--- src/hw/srs_pkg.sv ---
// constants, types and carriers for the sensor result and status register slice
// What the document requires of this block and of its host
// host reads each result byte after interrupt, before the next measurement completes
// results split low/high bytes: aux low 0x2C, aux high 0x2D, ir high 0x25
// 8-bit mailbox at 0x2E holds parameter values placed by the sequencer
// status at 0x30 is read-only; bit 2 awake, bit 1 waiting for measurement
// status bit 0 marks lowest-power state; bits 7 to 3 reserved
// parameter memory is never mapped into the directly addressed register space
// host touches parameters only through query and set commands
// interrupt output asserts when any status bit and its enable are both set
// with uv channel selected, uv result lands in the aux byte registers
// reserved status bits read zero; writes to read-only status are ignored
package srs_pkg;

  // ----------------------------------------------------------------
  // register offsets
  // ----------------------------------------------------------------
  localparam logic [7:0] SRS_IR_RESULT_HIGH_BYTE = 8'h25;
  localparam logic [7:0] SRS_AUX_RESULT_LOW_BYTE = 8'h2c;
  localparam logic [7:0] SRS_AUX_RESULT_HIGH_BYTE = 8'h2d;
  localparam logic [7:0] SRS_PARAMETER_READBACK_MAILBOX = 8'h2e;
  localparam logic [7:0] SRS_POWER_STATE_STATUS = 8'h30;
  localparam logic [7:0] SRS_KEY_BYTE3 = 8'h3b;
  localparam logic [7:0] SRS_KEY_BYTE2 = 8'h3c;
  localparam logic [7:0] SRS_KEY_BYTE1 = 8'h3d;
  localparam logic [7:0] SRS_KEY_BYTE0 = 8'h3e;

  // ----------------------------------------------------------------
  // field positions and reset values
  // ----------------------------------------------------------------
  localparam int SRS_STAT_RUNNING_BIT = 2;
  localparam int SRS_STAT_SUSPEND_BIT = 1;
  localparam int SRS_STAT_SLEEP_BIT = 0;
  localparam logic [7:0] SRS_BYTE_RESET = 8'h00;
  localparam logic [31:0] SRS_KEY_RESET = 32'h0000_0000;
  localparam logic [7:0] SRS_UNMAPPED_READ = 8'h00;

  typedef enum logic [1:0] {
    SRS_PWR_SLEEP,
    SRS_PWR_SUSPEND,
    SRS_PWR_RUNNING
  } srs_pwr_t;

  // register access from the serial front end, one byte per request
  typedef struct packed {
    logic rd;
    logic wr;
    logic [7:0] addr;
    logic [7:0] wdata;
  } srs_req_t;

  // measurement completion from the sequencer
  typedef struct packed {
    logic valid;
    logic [15:0] ir;
    logic [15:0] aux;
    logic [15:0] uv;
  } srs_meas_t;

  // parameter readback from the sequencer
  typedef struct packed {
    logic valid;
    logic [7:0] value;
  } srs_param_t;

  typedef struct packed {
    logic [7:0] ir_hi;
    logic [7:0] aux_lo;
    logic [7:0] aux_hi;
    logic [7:0] mailbox;
    logic [31:0] key;
    logic [7:0] rdata;
    logic rvalid;
    logic int_n;
  } srs_state_t;

endpackage

--- src/hw/srs_result_regs.sv ---
// sensor result, mailbox, power status and key register slice
`timescale 1ns/1ps
module srs_result_regs (
  input wire logic i_clk,
  input wire logic i_nrst,
  input wire srs_pkg::srs_req_t i_req,
  input wire srs_pkg::srs_meas_t i_meas,
  input wire srs_pkg::srs_param_t i_param,
  input wire srs_pkg::srs_pwr_t i_pwr_state,
  input wire logic i_uv_channel_select,
  input wire logic [7:0] i_irq_status,
  input wire logic [7:0] i_irq_enable,
  output logic [7:0] o_rdata,
  output logic o_rvalid,
  output logic o_int_n
);
  import srs_pkg::*;

  // ----------------------------------------------------------------
  // reset release
  // ----------------------------------------------------------------
  logic [1:0] rst_sync_reg;
  logic rst_n;

  always_ff @(posedge i_clk or negedge i_nrst) begin
    if (!i_nrst) begin
      rst_sync_reg <= 2'b00;
    end else begin
      rst_sync_reg <= {rst_sync_reg[0], 1'b1};
    end
  end
  assign rst_n = rst_sync_reg[1];

  // ----------------------------------------------------------------
  // state
  // ----------------------------------------------------------------
  srs_state_t state_reg;
  srs_state_t state_next;
  logic [7:0] status_byte;
  logic [7:0] read_mux;
  logic [15:0] aux_src;

  // reserved bits tied low, read-only so host writes have no path here
  always_comb begin
    status_byte = 8'h00;
    unique case (i_pwr_state)
      SRS_PWR_RUNNING: status_byte[SRS_STAT_RUNNING_BIT] = 1'b1;
      SRS_PWR_SUSPEND: status_byte[SRS_STAT_SUSPEND_BIT] = 1'b1;
      SRS_PWR_SLEEP: status_byte[SRS_STAT_SLEEP_BIT] = 1'b1;
      default: status_byte = 8'h00;
    endcase
  end

  // parameter memory lives behind the command path; any address not listed reads zero
  always_comb begin
    unique case (i_req.addr)
      SRS_IR_RESULT_HIGH_BYTE: read_mux = state_reg.ir_hi;
      SRS_AUX_RESULT_LOW_BYTE: read_mux = state_reg.aux_lo;
      SRS_AUX_RESULT_HIGH_BYTE: read_mux = state_reg.aux_hi;
      SRS_PARAMETER_READBACK_MAILBOX: read_mux = state_reg.mailbox;
      SRS_POWER_STATE_STATUS: read_mux = status_byte;
      SRS_KEY_BYTE3: read_mux = state_reg.key[31:24];
      SRS_KEY_BYTE2: read_mux = state_reg.key[23:16];
      SRS_KEY_BYTE1: read_mux = state_reg.key[15:8];
      SRS_KEY_BYTE0: read_mux = state_reg.key[7:0];
      default: read_mux = SRS_UNMAPPED_READ;
    endcase
  end

  assign aux_src = i_uv_channel_select ? i_meas.uv : i_meas.aux;

  always_comb begin
    state_next = state_reg;
    state_next.rvalid = i_req.rd;
    if (i_req.rd) begin
      state_next.rdata = read_mux;
    end
    if (i_req.wr) begin
      unique case (i_req.addr)
        SRS_IR_RESULT_HIGH_BYTE: state_next.ir_hi = i_req.wdata;
        SRS_AUX_RESULT_LOW_BYTE: state_next.aux_lo = i_req.wdata;
        SRS_AUX_RESULT_HIGH_BYTE: state_next.aux_hi = i_req.wdata;
        SRS_PARAMETER_READBACK_MAILBOX: state_next.mailbox = i_req.wdata;
        SRS_KEY_BYTE3: state_next.key[31:24] = i_req.wdata;
        SRS_KEY_BYTE2: state_next.key[23:16] = i_req.wdata;
        SRS_KEY_BYTE1: state_next.key[15:8] = i_req.wdata;
        SRS_KEY_BYTE0: state_next.key[7:0] = i_req.wdata;
        default: state_next.key = state_reg.key;
      endcase
    end
    // hardware update wins over a same-cycle host write; an unread result is lost here
    if (i_meas.valid) begin
      state_next.ir_hi = i_meas.ir[15:8];
      state_next.aux_lo = aux_src[7:0];
      state_next.aux_hi = aux_src[15:8];
    end
    if (i_param.valid) begin
      state_next.mailbox = i_param.value;
    end
    state_next.int_n = ~|(i_irq_status & i_irq_enable);
  end

  always_ff @(posedge i_clk or negedge rst_n) begin
    if (!rst_n) begin
      state_reg <= '{ir_hi: SRS_BYTE_RESET, aux_lo: SRS_BYTE_RESET, aux_hi: SRS_BYTE_RESET,
                     mailbox: SRS_BYTE_RESET, key: SRS_KEY_RESET, rdata: SRS_BYTE_RESET,
                     rvalid: 1'b0, int_n: 1'b1};
    end else begin
      state_reg <= state_next;
    end
  end

  assign o_rdata = state_reg.rdata;
  assign o_rvalid = state_reg.rvalid;
  assign o_int_n = state_reg.int_n;
endmodule

--- config.mk ---
export PLATFORM = sky130hd
export DESIGN_NAME = srs_result_regs
export DESIGN_NICKNAME = d
export VERILOG_FILES = /design/src/hw/srs_pkg.sv /design/src/hw/srs_result_regs.sv
export SDC_FILE = /design/constraint.sdc
export NUM_CORES = 1
export LEC_CHECK = 0
export BUFFER_PORTS_ARGS = -buffer_cell sky130_fd_sc_hd__clkbuf_2
export CAP_MARGIN = 5
export CORE_MARGIN = 5
export CORE_UTILIZATION = 29
export CTS_BUF_LIST = sky130_fd_sc_hd__clkbuf_2 sky130_fd_sc_hd__clkbuf_4 sky130_fd_sc_hd__clkbuf_8
export DETAILED_ROUTE_END_ITERATION = 8
export GPL_TIMING_DRIVEN = 0
export SLEW_MARGIN = 25
export SYNTH_ARGS = -nofsm -noshare
export SYNTH_HDL_FRONTEND = slang
export SYNTH_SLANG_ARGS = --single-unit
--- constraint.sdc ---
create_clock -name i_clk -period 5.65 [get_ports i_clk]
set_input_delay 0.565 -clock i_clk [delete_from_list [all_inputs] [get_ports i_clk]]
set_output_delay 0.565 -clock i_clk [all_outputs]
set_load 0.03 [all_outputs]
==> out/qor.txt, run 1 <==
Hold WS: 0.278 ns
core box area: 14500 um^2
Data required, critical path: 5.87 ns
endpoints failing setup: 0
TNS Setup: 0 ns
Cell Count Post-Placement: 654
critical path class: input pin to register
port bufs: 95
post-synthesis sequential area ratio: 0.446
first-pass GRT wire length: 19900 um
simple-gate share of the synthesized area: 0.111
root buffer cell: clkbuf_8
Mapped Cells: 374
Die Y-Extent: 131 um
area occupied by registers: 1910 um^2
max incr delay on CP: 0.38 ns
maximum vdd drop: 0.000173 V
H-tree depth: 3
Max-slew headroom: 0.610
crit end category: register
Routed WL: 12300 um
clock-pin slew on the worst setup and hold paths: 0.08 ns
commonest non-fill, non-tap cell in the layout: clkbuf_2
GRT Total Usage: 0.144
Worst Path Max Fanout: 10
1st-iter DRT viols: 173
Slew Viols, Final: 0
outcome: finished, final reports clean
P per Cell Area: 243 nW/um^2
Final #Nets: 579
filler cell count: 1492
slowest CP cell: a221oi_1
area delta synth->final: 23.0%
max frequency: 498 MHz
CP bufs+invs: 3
LEAKAGE: 2.66 nW
final clock skew: 0.00664 ns
global placement routability congestion: 0.859
CP arrival: 2.23 ns
DR vias: 3372
Die ar.: 17200 um^2
max FFs per register: 64
# diodes: 0
initial core utilization: 0.295
row count: 44
routed vias/inst: 5.03
Net Count, Synth: 471
Post-Synth XOR/XNOR Area: 0
CP Cell Sequence: clkbuf_2 > buf_4 > buf_2 > mux2i_1 > o21ai_0 > a221oi_1 > o22ai_1
vias in the first global route: 3709
synth warn: 0
MaxCap Viol Count: 0
count of different cell masters after synthesis: 56
CP Launch Type: input pin
post-synthesis mux area share: 0.259
DRC violations left: 0
post-synthesis compound-gate area fraction: 0.123
CTS tree: yes
WL/cell: 18.3 um
Ports: 107
most frequent cells in the layout: clkbuf_2, dfrtp_1, mux2i_1, mux2_2, nand2_1
layout cells sized above 1: 0.405
final period utilization: 0.356
largest net degree at the start of global routing: 44
worst hold path class: register to async pin
TritonRoute pass-1 iters: 4
Worst-Margin Slew: 0.584 ns
Avg Inst Size Synth: 11.4 um^2
Num CTS Buffers: 9
RSZ-0062 raised after global routing: false
footprint of the multi-input gates: 2110 um^2
Longest Clk Path Bufs: 2
global route total overflow: 0
post-DP HPWL: 9590 um
Power Total: 1.28 mW
Finished Layout Cells: 671
Synth Area in Adders: 0
Seq cells post-synth: 76
remaining antenna violation count: 0
Post-Syn Area: 4270 um^2
Top delay family on crit path: compound AO/OA/AOI/OAI gates
largest family of logic cells by synthesized area: multiplexers
final hold violation count: 0
worst-skew pair later-pin latency: 0.35 ns
utilization after layout: 0.362
CTS sink count: 76
crit path time final: 2.01 ns
die width: 131 um
initial antenna violation count: 0
cell families after synthesis:
logic type,count (synthesis)
mux,98
simple gates,78
flops,76
compound gates,74
buf+inv,47
other cells,1
through the flow:
step | cell area, um^2 | worst slack, ns
global route | 5250 | 3.52
finish | 5250 | 3.64
CTS | 5250 | 3.70
detailed placement | 5000 | 3.30
global placement | 4970 | 2.55
floorplan | 4270 | 3.38
cell type report:
cell class | count | share of cell area
multi-input combinational | 251 | 0.402
sequential | 76 | 0.363
timing repair buffer | 97 | 0.0963
tap | 184 | 0.0439
buffer | 29 | 0.0362
clock buffer | 13 | 0.0329
clock inverter | 3 | 0.0129
inverter | 18 | 0.0129
path summary, 6_finish.rpt:
path | start | end | slack (ns) | cells past startpoint
max | i_req[12] | o_rdata[0]$_DFFE_PN0P_ | 3.64 | 7
min | rst_sync_reg[1]$_DFF_PN0_ | state_reg[50]$_DFFE_PN0P_ | 0.28 | 0
max reg2reg | state_reg[58]$_DFFE_PN0P_ | o_rdata[0]$_DFFE_PN0P_ | 3.91 | 5
min reg2reg | rst_sync_reg[1]$_DFF_PN0_ | state_reg[50]$_DFFE_PN0P_ | 0.28 | 0
max in group asynchronous | rst_sync_reg[1]$_DFF_PN0_ | o_int_n$_DFF_PN1_ | 4.74 | 1
min in group i_clk | i_req[17] | o_rvalid$_DFF_PN0_ | 0.34 | 1
routing by layer:
metal | global-route usage | up-vias | part of all wire | wire [um]
met5 | 0 | - | 0 | 0
met1 | 0.195 | 1653 | 0.46 | 5670
met4 | 0.0509 | 0 | 0.025 | 312
li1 | - | 1578 | - | -
met3 | 0.0405 | 22 | 0.060 | 740
met2 | 0.222 | 119 | 0.45 | 5570
cell usage after synthesis, drive strengths merged:
library cell  count  area share
mux4              3       0.016
nand2            32       0.032
and3              4      0.0059
nor3              7       0.013
inv              18       0.016
a22oi             7       0.012
clkbuf            5      0.0044
o311ai            1      0.0062
a21oi            14       0.020
o21ai            22       0.026
mux2             44        0.12
nand3             6       0.010
mux2i            51        0.12
a31oi             1      0.0015
a32oi             3      0.0062
nand2b            4      0.0059
and4              1      0.0021
o2bb2ai           1      0.0021
nor4              3      0.0079
buf              24       0.040
o22ai             8       0.013
dfstp             1      0.0062
or3b              2      0.0041
nor2b             3      0.0044
nor3b             1      0.0029
o31a              1      0.0021
o31ai             1      0.0018
a221o             1      0.0023
dfrtp            75        0.44
a311oi            1      0.0021
a211oi            1      0.0018
conb              1     0.00088
nand3b            4       0.010
a2bb2oi           1      0.0021
nor2             10       0.011
a221oi           11       0.024
or3               1      0.0015
worst register-to-register path, cell delays in order (launching register included):
cell      delay, ns
dfrtp_1        0.39
mux4_2         0.47
nand2_1        0.09
o21ai_0        0.17
a221oi_1       0.38
o22ai_1        0.11
power by group:
group	switching (mW)	internal (mW)	total (mW)
registers	0.0255	0.580	0.606
logic	0.0972	0.0847	0.182
clock network	0.200	0.290	0.490
what timing repair did:
action / in CTS / in global routing
setup buffers: 0 / 0
gates resized for setup: 0 / 0
hold buffers: 1 / 0
hold endpoints to repair: 2 / 0
Power figures use the tool's default switching activity.
==> run 2, diff against run 1 <==
clock period = 1.8 ns   (was 5.65 ns; I/O delays follow)
==> run 2 against run 1 <==
Net effect:
- global-route usage shrank 0.36 points
- clock skew up 0.0021 ns
- non-clock buffer count increased by 1
- sequential power rose to 3.1 times the previous value
- highest routed layer unchanged
==> out/qor.txt, run 2 (synthesis results as in run 1) <==
outcome: finished, final reports clean
Power Total: 3.96 mW
Cell Count Post-Placement: 654
max FFs per register: 64
worst hold path cell count: 3
Routed WL: 12200 um
global route total overflow: 0
P per Cell Area: 754 nW/um^2
Post-CTS Setup Inserts: 0
routed vias/inst: 5.09
layout cells sized above 1: 0.406
row count: 44
H-tree depth: 3
WL/cell: 18.1 um
CP Launch Type: register
utilization after layout: 0.363
die width: 131 um
global placement routability congestion: 0.863
Worst-Margin Slew: 0.574 ns
setup ws final: 0.113 ns
root buffer cell: clkbuf_8
area delta synth->final: 23.0%
initial core utilization: 0.295
1st-iter DRT viols: 203
Die Y-Extent: 131 um
crit end category: register
GRT Total Usage: 0.141
final clock skew: 0.00870 ns
Die ar.: 17200 um^2
worst hold path class: input pin to register
Slew Viols, Final: 0
pre-CTS setup slack: -0.189 ns
clock-pin slew on the worst setup and hold paths: 0.09 ns
final period utilization: 0.937
Ports: 107
port bufs: 95
final hold violation count: 0
vias in the first global route: 3611
Hold WS: 0.0363 ns
DRC violations left: 0
first-pass GRT wire length: 19500 um
post-DP HPWL: 9540 um
Final Cell Area: 5250 um^2
Worst Path Max Fanout: 2
crit path time final: 1.69 ns
TNS Setup: 0 ns
maximum vdd drop: 0.000495 V
critical path class: register to register
Finished Layout Cells: 673
largest net degree at the start of global routing: 41
remaining antenna violation count: 0
Placed Area: 5000 um^2
Max-slew headroom: 0.617
LEAKAGE: 2.66 nW
Data required, critical path: 2.02 ns
TritonRoute pass-1 iters: 5
Final #Nets: 580
CTS tree: yes
core box area: 14500 um^2
endpoints failing setup: 0
DR vias: 3427
Reg2Reg Depth: 5
most frequent cells in the layout: clkbuf_2, dfrtp_1, mux2i_1, mux2_2, nand2_1
Num CTS Buffers: 9
commonest non-fill, non-tap cell in the layout: clkbuf_2
MaxCap Viol Count: 0
max frequency: 593 MHz
RSZ-0062 raised after global routing: false
Longest Clk Path Bufs: 2
worst-skew pair later-pin latency: 0.36 ns
CP arrival: 1.91 ns
CTS sink count: 76
initial antenna violation count: 0
[run 2: cell type report]
class                      count  area (um^2)
antenna                        1         2.50
multi-input combinational    251         2110
sequential                    76         1910
tap                          184          230
clock buffer                  10          138
timing repair buffer          98          515
buffer                        29          190
clock inverter                 6         86.3
fill                        1472         9230
inverter                      18         67.6
[run 2: report_power, final]
part | internal [mW] | leakage (nW) | total (mW) | switching (mW)
combinational | 0.268 | 1.56 | 0.572 | 0.305
clock | 0.819 | 0.113 | 1.48 | 0.661
sequential | 1.82 | 0.979 | 1.90 | 0.0833
total | 2.91 | 2.66 | 3.96 | 1.05
[run 2: what timing repair did]
item | 4_1_cts | 5_1_grt
hold buffers | 2 | 0
setup endpoints to repair | 0 | 1
gates resized for setup | 0 | 1
endpoints found under the hold margin | 3 | 0
[run 2: path summary, 6_finish.rpt]
path | start | slack (ns) | to
hold / removal | i_param[6] | 0.04 | state_reg[48]$_DFFE_PN0P_
setup reg to reg | state_reg[10]$_DFFE_PN0P_ | 0.11 | o_rdata[0]$_DFFE_PN0P_
hold reg to reg | rst_sync_reg[1]$_DFF_PN0_ | 0.29 | state_reg[52]$_DFFE_PN0P_
max in group asynchronous | rst_sync_reg[1]$_DFF_PN0_ | 0.87 | o_int_n$_DFF_PN1_
min in group asynchronous | i_nrst | 0.13 | rst_sync_reg[1]$_DFF_PN0_
setup / recovery | state_reg[10]$_DFFE_PN0P_ | 0.11 | o_rdata[0]$_DFFE_PN0P_
[run 2: routing by layer]
layer | vias to the layer above | GRT usage | part of all wire
met5 | - | 0 | 0
met2 | 131 | 0.228 | 0.47
met3 | 14 | 0.0321 | 0.072
met4 | 0 | 0.0303 | 0.013
li1 | 1586 | - | -
met1 | 1696 | 0.193 | 0.44
[run 2: worst max-delay path: stages (launching register included)]
cell	delay, ns
dfrtp_1	0.38
mux4_2	0.48
nand2_1	0.09
o21ai_0	0.17
a221oi_1	0.34
o22ai_1	0.10
==> run 3, diff against run 2 <==
==> constraint.sdc (replaced) <==
create_clock -name i_clk -period 1.8 [get_ports i_clk]
set_input_delay 0.36 -clock i_clk [delete_from_list [all_inputs] [get_ports i_clk]]
set_output_delay 0.36 -clock i_clk [all_outputs]
set_load 0.03 [all_outputs]
==> run 3 against run 2 <==
Net effect:
- clock skew down 0.00068 ns
- non-clock buffer count down 1
- clock-buffer cell count is the same
- worst setup slack worse by 0.078 ns
- hold slack improved by 0.10 ns
- first-iteration DRC count is 3.9% lower
- critical endpoint is now o_rdata[2]$_DFFE_PN0P_
- largest cell class unchanged
==> out/qor.txt, run 3 (synthesis results as in run 1) <==
commonest non-fill, non-tap cell in the layout: clkbuf_2
outcome: finished, final reports clean
RSZ-0062 raised after global routing: false
Data required, critical path: 2.02 ns
sequential cell fraction of total power: 0.482
final period utilization: 0.981
r2r setup slk: 0.09 ns
clock-pin slew on the worst setup and hold paths: 0.07 ns
worst-skew pair later-pin latency: 0.35 ns
CTS sink count: 76
port bufs: 95
Sw Ratio: 0.264
Slew Viols, Final: 0
global route total overflow: 0
CP arrival: 1.98 ns
Net Switching: 1.04 mW
root buffer cell: clkbuf_8
met1 usage: 0.192
max incr delay on CP: 0.32 ns
final hold violation count: 0
Post-CTS Setup Inserts: 0
area delta synth->final: 22.7%
crit end category: register
remaining antenna violation count: 0
max FFs per register: 64
1st-iter DRT viols: 195
utilization after layout: 0.362
Die ar.: 17200 um^2
DR vias: 3399
H-tree depth: 3
P per Cell Area: 754 nW/um^2
routing usage on met2: 0.228
endpoints failing setup: 0
filler cell count: 1473
layout cells sized above 1: 0.407
core box area: 14500 um^2
initial antenna violation count: 0
setup ws final: 0.0344 ns
Max-slew headroom: 0.616
internal power: 2.91 mW
worst hold path cell count: 1
CP Cell Sequence: clkbuf_2 > buf_4 > buf_2 > mux2i_1 > o22ai_1 > o21ai_1 > nand3_1 > a2bb2oi_1
Longest Clk Path Bufs: 2
DRC violations left: 0
CP Launch Type: input pin
post-DP HPWL: 9540 um
Reg2Reg Launch Point: state_reg[27]$_DFFE_PN0P_
WL/cell: 18.2 um
row count: 44
Ports: 107
max frequency: 566 MHz
Worst Path Max Fanout: 10
slowest CP cell: buf_2
Worst-Margin Slew: 0.576 ns
first-pass GRT wire length: 19500 um
largest net degree at the start of global routing: 41
maximum vdd drop: 0.000495 V
pre-CTS setup slack: -0.369 ns
initial core utilization: 0.295
routed vias/inst: 5.07
busiest grt layer: met2
Die Y-Extent: 131 um
crit path time final: 1.77 ns
worst hold path class: input pin to register
die width: 131 um
Routed WL: 12200 um
Reg2Reg Depth: 5
vias in the first global route: 3608
# diodes: 0
critical path class: input pin to register
clock share of power: 0.373
GR Util met3: 0.0321
CTS tree: yes
power share of the combinational group: 0.144
Num CTS Buffers: 9
most frequent cells in the layout: clkbuf_2, dfrtp_1, mux2i_1, mux2_2, nand2_1
MaxCap Viol Count: 0
TritonRoute pass-1 iters: 4
HP Start: i_req[17]
launch point of the worst path: i_req[12]
Final #Nets: 579
global placement routability congestion: 0.863
GRT Total Usage: 0.141
final clock skew: 0.00802 ns
LEAKAGE: 2.65 nW
## run 3: worst paths after layout
path | to
setup / recovery | o_rdata[2]$_DFFE_PN0P_
hold / removal | o_rvalid$_DFF_PN0_
setup reg to reg | o_rdata[1]$_DFFE_PN0P_
hold reg to reg | state_reg[52]$_DFFE_PN0P_
max in group asynchronous | o_int_n$_DFF_PN1_
min in group asynchronous | state_reg[52]$_DFFE_PN0P_
## run 3: power by group through the flow
stage               registers, mW  clock network [mW]  logic [mW]
finish                       1.90                1.47       0.570
CTS                          1.91                1.51       0.574
floorplan                    1.92                   0       0.326
global placement             1.95                   0       0.538
global route                 1.92                1.58       0.631
detailed placement           1.94                   0       0.571
## run 3: layout make-up
cell class                      instances  area (um^2)  share of cell area
Sequential cell                        76         1910               0.364
Buffer                                 29          190              0.0363
Clock inverter                          6         86.3              0.0165
Inverter                               18         67.6              0.0129
Clock buffer                           10          138              0.0263
Tap cell                              184          230              0.0440
Multi-Input combinational cell        251         2110               0.403
Timing Repair Buffer                   97          505              0.0965
## run 3: metal layers
metal  share of wire  wire, um  vias to the layer above
li1                -         -                     1575
met1            0.46      5580                     1696
met2            0.47      5790                      120
met3           0.058       707                        8
met4           0.011       129                        0
met5               0         0                        -
## run 3: per-stage QoR
step	TNS, ns	power, mW	hold WS [ns]	cell area (um^2)	std cells
floorplan	0	2.25	0.0644	4270	374
global placement	-4.95	2.49	0.146	4970	653
detailed placement	-5.25	2.51	0.149	5000	654
CTS	0	3.99	0.122	5230	671
global route	0	4.13	0.120	5240	671
finish	0	3.95	0.139	5240	671
## run 3: repair_timing
item	in CTS	in global routing
resized for setup	0	2
endpoints found under the setup margin	0	2
endpoints found under the hold margin	2	0
hold buffers	1	0
## run 3: critical path: cells and delay by family
family                 cells  cell delay (ns)
buffers and inverters      3             0.70
and+or+nand+nor            1             0.11
AOI/OAI and AO/OA          3             0.52
muxes                      1             0.27
